==> src/common/iad_cfg.svh <==
// Constants for the interleave address decode block.
// Assumes a 40 MHz system clock and a bus whose pins are asynchronous to it.
`ifndef IAD_CFG_SVH
`define IAD_CFG_SVH

`define IAD_CLK_NS 25
`define IAD_T_ACCESS_NS 400
`define IAD_T_RELEASE_NS 600
`define IAD_T_TAIL_NS 300
// Slave sync rises one clock inside the access limit, so read data are strictly early.
`define IAD_ACCESS_CYC ((`IAD_T_ACCESS_NS / `IAD_CLK_NS) - 1)
`define IAD_CYCLE_CYC ((`IAD_T_RELEASE_NS + `IAD_T_TAIL_NS) / `IAD_CLK_NS)
`define IAD_CNT_W 6
`define IAD_ADDR_W 18
`define IAD_DATA_W 16
`define IAD_LOC_W 14
`define IAD_BLK_W 3
`define IAD_BIT_BYTE 0
`define IAD_BIT_WLSB 1
`define IAD_BIT_BLKLSB 15
`define IAD_BIT_LOC_HI 14
`define IAD_BIT_BLK_HI 17
`define IAD_CTL_WRITE 1
`define IAD_CTL_BYTE 0
`define IAD_BE_NONE 2'h0
`define IAD_BE_LOW 2'h1
`define IAD_BE_HIGH 2'h2
`define IAD_BE_BOTH 2'h3

`endif

==> src/common/iad_pkg.sv <==
// Types for the interleave address decode block.
// Assumes iad_cfg.svh is on the include path.
`include "iad_cfg.svh"

package iad_pkg;

    typedef enum logic [3:0] {
        IAD_ST_IDLE = 4'h1,
        IAD_ST_ACCESS = 4'h2,
        IAD_ST_ACK = 4'h4,
        IAD_ST_TAIL = 4'h8
    } iad_state_t;

    typedef struct packed {
        logic [`IAD_LOC_W-1:0] loc;
        logic write;
        logic [1:0] byte_en;
    } iad_core_req_t;

    typedef struct packed {
        logic interleave;
        logic low_block;
        logic [`IAD_BLK_W-1:0] block;
    } iad_strap_t;

endpackage

==> src/verilog/iad_core.sv <==
// Address block select, interleave swap and cycle timing of a 16K-word memory module.
// Assumes bus pins are asynchronous, presented active high, and that straps are static.
`timescale 1ns/100ps
`default_nettype none
`include "iad_cfg.svh"

module iad_core
    import iad_pkg::*;
(
    input wire logic mclk_in,
    input wire logic sys_rst_in,
    input wire logic ce_in,
    input wire logic [`IAD_ADDR_W-1:0] bus_addr_in,
    input wire logic [1:0] bus_ctl_in,
    input wire logic bus_msyn_in,
    input wire logic bus_dclo_in,
    input wire logic [`IAD_DATA_W-1:0] bus_data_in,
    output logic [`IAD_DATA_W-1:0] bus_data_out,
    output logic bus_data_oe_out,
    output logic bus_ssyn_out,
    input wire logic strap_interleave_in,
    input wire logic low_block_strap_in,
    input wire logic [`IAD_BLK_W-1:0] strap_block_in,
    output logic core_start_out,
    output iad_core_req_t core_req_out,
    output logic [`IAD_DATA_W-1:0] core_wr_data_out,
    input wire logic [`IAD_DATA_W-1:0] core_rd_data_in,
    output logic busy_out
);

    localparam int SYNC_W = `IAD_ADDR_W + 2 + 1 + 1 + `IAD_DATA_W;

    // ==========================================================
    // Pin synchronisers
    logic [SYNC_W-1:0] sync_bus;
    logic [`IAD_ADDR_W-1:0] addr_s;
    logic [1:0] ctl_s;
    logic msyn_s;
    logic dclo_s;
    logic [`IAD_DATA_W-1:0] data_s;

    iad_sync3 #(
        .WIDTH(SYNC_W)
    ) u_sync (
        .mclk_in(mclk_in),
        .sys_rst_in(sys_rst_in),
        .ce_in(ce_in),
        .pin_in({bus_addr_in, bus_ctl_in, bus_msyn_in, bus_dclo_in, bus_data_in}),
        .sync_out(sync_bus)
    );

    assign {addr_s, ctl_s, msyn_s, dclo_s, data_s} = sync_bus;

    // ==========================================================
    // Strap capture
    iad_strap_t strap_ff;

    // Straps are taken while reset is held and then frozen.
    // static swap
    always_ff @(posedge mclk_in)
    begin
        if (sys_rst_in)
        begin
            strap_ff <= '{interleave: strap_interleave_in, low_block: low_block_strap_in,
                          block: strap_block_in};
        end
    end

    // ==========================================================
    // Address decode
    function automatic logic [`IAD_ADDR_W-1:0] swap_addr(input logic [`IAD_ADDR_W-1:0] a, input logic en);
        logic [`IAD_ADDR_W-1:0] r;
        r = a;
        if (en)
        begin
            r[`IAD_BIT_WLSB] = a[`IAD_BIT_BLKLSB];
            r[`IAD_BIT_BLKLSB] = a[`IAD_BIT_WLSB];
        end
        return r;
    endfunction

    logic [`IAD_ADDR_W-1:0] dec_addr;
    logic [`IAD_LOC_W-1:0] dec_loc;
    logic [`IAD_BLK_W-1:0] dec_blk;
    logic [`IAD_BLK_W-1:0] own_blk;
    logic in_block;

    assign dec_addr = swap_addr(addr_s, strap_ff.interleave);
    assign dec_loc = dec_addr[`IAD_BIT_LOC_HI:`IAD_BIT_WLSB];
    assign dec_blk = dec_addr[`IAD_BIT_BLK_HI:`IAD_BIT_BLKLSB];
    assign own_blk = {strap_ff.block[`IAD_BLK_W-1:1], strap_ff.block[0] | strap_ff.low_block};
    assign in_block = (dec_blk == own_blk);

    // ==========================================================
    // Command decode
    logic is_write;
    logic [1:0] byte_en;

    assign is_write = ctl_s[`IAD_CTL_WRITE];
    assign byte_en = !is_write ? `IAD_BE_NONE :
                     !ctl_s[`IAD_CTL_BYTE] ? `IAD_BE_BOTH :
                     addr_s[`IAD_BIT_BYTE] ? `IAD_BE_HIGH : `IAD_BE_LOW;

    // ==========================================================
    // Cycle sequencer
    iad_state_t state_ff;
    iad_state_t nxt_state;
    logic [`IAD_CNT_W-1:0] cnt_ff;
    logic start;
    logic access_done;
    logic cycle_done;
    logic ssyn_ff;
    logic oe_ff;
    logic [`IAD_DATA_W-1:0] rd_ff;
    iad_core_req_t req_ff;
    logic [`IAD_DATA_W-1:0] wr_ff;
    logic start_ff;

    assign start = (state_ff == IAD_ST_IDLE) && msyn_s && in_block && !ssyn_ff && !dclo_s;
    assign access_done = (cnt_ff >= `IAD_CNT_W'(`IAD_ACCESS_CYC - 1));
    assign cycle_done = (cnt_ff >= `IAD_CNT_W'(`IAD_CYCLE_CYC - 1));

    always_comb
    begin
        nxt_state = state_ff;
        case (state_ff)
            IAD_ST_IDLE:
            begin
                if (start)
                begin
                    nxt_state = IAD_ST_ACCESS;
                end
            end
            IAD_ST_ACCESS:
            begin
                if (access_done)
                begin
                    nxt_state = IAD_ST_ACK;
                end
            end
            IAD_ST_ACK:
            begin
                if (!msyn_s)
                begin
                    nxt_state = IAD_ST_TAIL;
                end
            end
            IAD_ST_TAIL:
            begin
                if (cycle_done)
                begin
                    nxt_state = IAD_ST_IDLE;
                end
            end
            default:
            begin
                nxt_state = IAD_ST_IDLE;
            end
        endcase
    end

    always_ff @(posedge mclk_in)
    begin
        if (sys_rst_in)
        begin
            state_ff <= IAD_ST_IDLE;
            cnt_ff <= '0;
        end
        else if (ce_in)
        begin
            state_ff <= nxt_state;
            if (start)
            begin
                cnt_ff <= '0;
            end
            else if (state_ff != IAD_ST_IDLE && !cycle_done)
            begin
                cnt_ff <= cnt_ff + `IAD_CNT_W'(1);
            end
        end
    end

    // Slave sync is raised as the access completes and dropped when master sync goes away.
    always_ff @(posedge mclk_in)
    begin
        if (sys_rst_in)
        begin
            ssyn_ff <= 1'b0;
            oe_ff <= 1'b0;
            rd_ff <= '0;
            req_ff <= '0;
            wr_ff <= '0;
            start_ff <= 1'b0;
        end
        else if (ce_in)
        begin
            start_ff <= start;
            if (start)
            begin
                req_ff <= '{loc: dec_loc, write: is_write, byte_en: byte_en};
                wr_ff <= data_s;
            end
            if (state_ff == IAD_ST_ACCESS && access_done)
            begin
                ssyn_ff <= 1'b1;
                oe_ff <= !req_ff.write;
                rd_ff <= core_rd_data_in;
            end
            else if (state_ff == IAD_ST_ACK && !msyn_s)
            begin
                ssyn_ff <= 1'b0;
                oe_ff <= 1'b0;
            end
        end
    end

    assign bus_ssyn_out = ssyn_ff;
    assign bus_data_oe_out = oe_ff;
    assign bus_data_out = rd_ff;
    assign core_start_out = start_ff;
    assign core_req_out = req_ff;
    assign core_wr_data_out = wr_ff;
    assign busy_out = (state_ff != IAD_ST_IDLE);

endmodule

`default_nettype wire

==> src/verilog/iad_sync3.sv <==
// Three-stage pin synchroniser with agreement filter.
// Assumes its input is asynchronous to mclk_in.
`timescale 1ns/100ps
`default_nettype none

module iad_sync3 #(
    parameter int WIDTH = 1
) (
    input wire logic mclk_in,
    input wire logic sys_rst_in,
    input wire logic ce_in,
    input wire logic [WIDTH-1:0] pin_in,
    output logic [WIDTH-1:0] sync_out
);

    logic [WIDTH-1:0] s1_ff;
    logic [WIDTH-1:0] s2_ff;
    logic [WIDTH-1:0] s3_ff;
    logic [WIDTH-1:0] hold_ff;
    logic [WIDTH-1:0] nxt_hold;

    // A bit changes only once the second and third stages agree.
    assign nxt_hold = (s2_ff & s3_ff) | (hold_ff & (s2_ff | s3_ff));

    always_ff @(posedge mclk_in)
    begin
        if (sys_rst_in)
        begin
            s1_ff <= '0;
            s2_ff <= '0;
            s3_ff <= '0;
            hold_ff <= '0;
        end
        else if (ce_in)
        begin
            s1_ff <= pin_in;
            s2_ff <= s1_ff;
            s3_ff <= s2_ff;
            hold_ff <= nxt_hold;
        end
    end

    assign sync_out = hold_ff;

endmodule

`default_nettype wire
==> config.mk <==
export PLATFORM = sky130hd
export DESIGN_NAME = iad_core
export DESIGN_NICKNAME = d
export VERILOG_FILES = /design/src/common/iad_pkg.sv /design/src/verilog/iad_core.sv /design/src/verilog/iad_sync3.sv
export VERILOG_INCLUDE_DIRS = /design/src /design/src/common
export SDC_FILE = /design/constraint.sdc
export NUM_CORES = 1
export LEC_CHECK = 0
export ABC_AREA = 1
export BUFFER_PORTS_ARGS = -buffer_cell sky130_fd_sc_hd__clkbuf_2
export CAP_MARGIN = 5
export CORE_MARGIN = 3
export CORE_UTILIZATION = 25
export CTS_CLUSTER_SIZE = 10
export DETAILED_ROUTE_END_ITERATION = 7
export MAX_ROUTING_LAYER = met4
export PLACE_DENSITY = 0.42
export SKIP_LAST_GASP = 1
export SYNTH_ARGS = -nofsm -noshare
export SYNTH_HDL_FRONTEND = slang
export SYNTH_HIERARCHICAL = 1
export SYNTH_SLANG_ARGS = --single-unit
==> constraint.sdc <==
create_clock -name mclk_in -period 1.6 [get_ports mclk_in]
set_input_delay 0.16 -clock mclk_in [delete_from_list [all_inputs] [get_ports mclk_in]]
set_output_delay 0.16 -clock mclk_in [all_outputs]
set_load 0.02 [all_outputs]
# Yosys cells after proc, flatten, opt, wreduce, memory -nomap -nowiden
# Index checks and enable logic that the tools add are counted.
dict set report classes {
  add_sub_neg 1
  n_lt_le_gt_ge 2
  n_eq_ne 10
  muxes 15
  bitwise 5
  reduce_logical 19
}
# op count
set op_table {}
lappend op_table {{bitwise AND 38 bit} 2}
lappend op_table {{OR 38 bit} 2}
lappend op_table {{two-way mux 4 bit} 4}
lappend op_table {{case mux 4 bit (4 select lines)} 1}
lappend op_table {{two-way mux 6 bit} 2}
lappend op_table {{inequality test 2 bit, second input constant} 4}
lappend op_table {{AND reduction 2 bit} 4}
lappend op_table {{logical AND 1 bit} 7}
lappend op_table {{adder 6 x 1 -> 6 bit, second input constant} 1}
lappend op_table {{>= comparator 6 x 4 -> 1 bit, second input constant} 1}
lappend op_table {{>= comparator 6 bit, second input constant} 1}
lappend op_table {{two-way mux 2 bit} 3}
lappend op_table {{zero test 1 bit} 5}
lappend op_table {{two-way mux 1 bit} 5}
lappend op_table {{AND reduction 5 bit} 1}
lappend op_table {{equality test 4 x 1 -> 1 bit, second input constant} 1}
lappend op_table {{equality test 4 x 2 -> 1 bit, second input constant} 1}
lappend op_table {{equality test 4 x 3 -> 1 bit, second input constant} 1}
lappend op_table {{equality test 4 bit, second input constant} 1}
lappend op_table {{inequality test 4 x 1 -> 1 bit, second input constant} 1}
lappend op_table {{nonzero test 2 bit} 2}
lappend op_table {{equality test 3 bit} 1}
lappend op_table {{OR 1 bit} 1}
dict set report totals {
  ff_bits 219
  in_bits 62
}

# Logic depth before layout (Yosys ltp)
dict set report depth {
  ltp_word 7
  ltp_mapped 12
  ltp_nobuf 11
}

# Hierarchy
# Netlist, hierarchy kept.
# module n_inst cells_per_inst area_per_inst_um2
set by_module_without_submodules {}
lappend by_module_without_submodules {iad_sync3 1 845 5941.9}
lappend by_module_without_submodules {iad_core 1 356 2767.7}

# Worst setup path before layout
# Ideal clock, no wire load.
dict set report synth_timing {
  kind {register to register}
  startpoint {register state_ff[2]}
  endpoint {register req_ff, in the netlist core_req_out[16]}
  setup_ns 0.132
  t_arrival_ns 1.345
  t_required_ns 1.468
  setup_slack_ns 0.123
  path_stages_with_launch 11
  path_cell_list {dfxtp_1 -> nor2_1 -> nand2_2 -> nor2_2 -> nand2_2 -> nor2_4 -> nand2_2 -> buf_6 -> buf_6 -> nand2_1 -> a21oi_1}
}
dict set report synth_between {
  elab_chain_cells 6
}
# item line
set synth_lines {}
lappend synth_lines {{start, declared} iad_core.sv:106} ;# iad_state_t state_ff;
lappend synth_lines {{start signal, assigned} iad_core.sv:171} ;# state_ff <= nxt_state;
lappend synth_lines {{equality test 4 x 1 -> 1 bit} iad_core.sv:119} ;# assign start = (state_ff == IAD_ST_IDLE) && msyn_s && in_block && !ssyn_ff && !dclo_s;
lappend synth_lines {{logical AND 1 bit (4 in a row)} iad_core.sv:119}
lappend synth_lines {{AND reduction 2 bit (no line)} --}
lappend synth_lines {{end signal, assigned} iad_core.sv:200} ;# req_ff <= '{loc: dec_loc, write: is_write, byte_en: byte_en};
lappend synth_lines {{end, declared} iad_core.sv:115} ;# iad_core_req_t req_ff;
# Every way passes these cells.
# A chain may end at the register's enable or synchronous reset.

# Worst setup path after layout
dict set report layout_timing {
  startpoint {register state_ff[0]}
  endpoint {output port busy_out}
}
dict set report layout_between {
  elab_chain_cells 1
}
# item line
set layout_lines {}
lappend layout_lines {{inequality test 4 x 1 -> 1 bit} iad_core.sv:223} ;# assign busy_out = (state_ff != IAD_ST_IDLE);
lappend layout_lines {{end, declared} iad_core.sv:28} ;# output logic busy_out
# Every way passes these cells.

==> flow_metrics.env <==
export IMPL_detail_route_first_pass_iterations=5
export IMPL_via_count=7566
export IMPL_drc=0
export IMPL_track_usage_pct=12.3
export IMPL_crit_reg2reg_launch="u_sync/sync_out[16]"
export IMPL_dp_hpwl_um=14400
export IMPL_cp_required_ns=1.44
export IMPL_first_iter_violations=566
export IMPL_cap_violations=0
export IMPL_p_per_area_nw_per_um2=1050
export IMPL_via_per_inst=4.13
export IMPL_post_drt_wl_per_cell_um=12.2
export IMPL_postSynth_topFlopCell="dfxtp_1"
export IMPL_yosysWarnings=6
export IMPL_rsz0062_at_grt="true"
export IMPL_synth_cell_types=29
export IMPL_fmax_mhz=654
export IMPL_status="finished clean"
export IMPL_hold_path_class="in -> reg"
export IMPL_synthSimpleGateAreaFrac_pct=25.1
export IMPL_gp_congestion=0.755
export IMPL_min_from="strap_block_in[0]"
export IMPL_fin_ws_ns=0.0703
export IMPL_htree_levels=1
export IMPL_io_pins=115
export IMPL_grt_first_pass_wirelength_um=37000
export IMPL_synth_compound_area_share_pct=12.9
export IMPL_final_antenna_net_count=0
export IMPL_clk_pin_slew_worst_paths_ns=0.06
export IMPL_cp_end_kind="output port"
export IMPL_seq_area_frac_synth_pct=50.9
export IMPL_layout_commonest_cell="nand2_1"
export IMPL_num_nets_final=1435
export IMPL_synth_edf_count=5
export IMPL_place_ws_ns=0.0290
export IMPL_portBuffers=114
export IMPL_core_area_um2=34000
export IMPL_postSynthRegisterBits=219
export IMPL_relSlewSlack_pct=70.9
export IMPL_grt_max_degree=75
export IMPL_die_y_um=193
export IMPL_n_antenna_cell=0
export IMPL_wl_um=22400
export IMPL_clock_sinks=219
export IMPL_synthXorXnorAreaFrac_pct=0.302
export IMPL_yosys_area_share_adder_pct=0.287
export IMPL_whs_ns=0.400
export IMPL_syn_to_final_growth_pct=29.5
export IMPL_grt_pass1_vias=7068
export IMPL_syn_avg_cell_area_um2=7.25
export IMPL_critPathMaxFanout=4
export IMPL_grt_overflow=0
export IMPL_syn_area_um2=8710
export IMPL_slew_violations=0
export IMPL_finalCritPeriodShare_pct=95.6
export IMPL_rows=67
export IMPL_crit_start="state_ff[0]"
export IMPL_syn_nets=1265
export IMPL_synthCells=1201
export IMPL_clk_insertion_delay_late_ns=0.51
export IMPL_post_route_min_period_ns=1.53
export IMPL_die_area_um2=37100
export IMPL_finalSetupTns_ns=0
export IMPL_p_leak_nw=4.81
export IMPL_timing_final_hold_violations=0
export IMPL_start_util_pct=25.7
export IMPL_die_width_um=193
export IMPL_worstPathArrival_ns=1.37
export IMPL_crit_path_start_kind="flip-flop"
export IMPL_ys_async_sr_fraction_pct=0
export IMPL_cts_buffers=27
export IMPL_drive_gt1_share_pct=14.6
export IMPL_tightest_slew_ns=0.436
export IMPL_finalPower_mw=11.8
export IMPL_clock_skew_ns=0.00907
export IMPL_ir_drop_uv=596
export IMPL_utilization_pct=33.2
export IMPL_synth_top_family_by_area="simple AND/OR/NAND/NOR gates"
export IMPL_setup_viol_count_final=0
export IMPL_grt_antenna_before_repair=0
export IMPL_cts_tree="built"
export IMPL_yosys_mux_area_fraction_pct=0
export IMPL_layout_common_cells="nand2_1, a21oi_1, dfxtp_1, inv_1, clkbuf_2"
export IMPL_cts_root_buf="clkbuf_16"
export IMPL_clock_path_buffers=3
export IMPL_path_class="reg -> out"
==> kinds of logic after synthesis <==
logic type,after synthesis
AOI/OAI and AO/OA,220
xor gates and xnor gates,3
adders and majority gates,2
buffers and inverters,207
DFF,219
and+or+nand+nor,550
==> worst max-delay path: stages (launching register included) <==
cell and delay, ns:
dfxtp_2 0.35, inv_2 0.05, nor2_2 0.08, nand2_2 0.06, buf_4 0.16, buf_2 0.16
==> synth_stat cells, drive strengths merged (2+ instances only) <==
master,n,area share [%]
clkbuf,23,0.99
ha,2,0.29
edfxtp,5,1.7
buf,45,3.6
nand3,58,3.3
nor2,16,0.83
inv,138,5.9
xor2,3,0.30
o21ai,6,0.34
and3,2,0.14
nand2,469,20
a21oi,211,12
nand4,2,0.14
dfxtp,214,49
==> power breakdown <==
group / internal (mW) / switching (mW)
Combinational: 0.304 / 0.389
Clock: 3.30 / 2.20
Sequential: 5.58 / 0.0515
==> registers in the layout, indices dropped and copies added (netlist names), 3 cells and up <==
signal / cells
u_sync/sync_out: 38
u_sync/s3_ff: 38
u_sync/s2_ff: 38
cnt_ff: 6
state_ff: 4
bus_data_out: 16
u_sync/s1_ff: 38
core_wr_data_out: 16
core_req_out: 17
strap_ff: 3
==> metrics by stage <==
step                std cells  instance area (um^2)
floorplan                1201                  8710
global placement         1727                  9820
detailed placement       1727                  9820
CTS                      1829                 11200
global route             1831                 11300
finish                   1831                 11300
==> worst paths after layout <==
| kind | cells past startpoint | end | slack [ns] |
|---|---|---|---|
| worst max-delay path | 5 | busy_out | 0.07 |
| worst min-delay path | 2 | strap_ff[0] | 0.40 |
| worst max register to register | 9 | core_req_out[9] | 0.11 |
| worst min register to register | 2 | core_wr_data_out[2] | 0.46 |
==> final cells by class <==
class	instances	area [um^2]
multi-input cells	775	3390
flip-flops and latches	219	4440
inverters	139	523
repair buffers	209	1590
well taps	448	561
clock buffers	38	737
clock inverters	3	40.0
fillers	3655	22700
==> layer usage <==
metal	track usage, %	vias up	routed length, um
met3	1.85	26	1030
met2	16.1	154	8280
met5	-	-	0
li1	-	4073	-
met1	19.3	3313	12700
met4	2.94	0	371
==> timing repair <==
item / 4_1_cts / 5_1_grt
gates resized for setup: 1 / 15
endpoints found under the hold margin: 73 / 0
hold buffers: 61 / 0
setup buffers: 0 / 2
setup endpoints to repair: 1 / 61
pin swaps: 0 / 1
No activity file was read; power rests on OpenSTA's default activity.
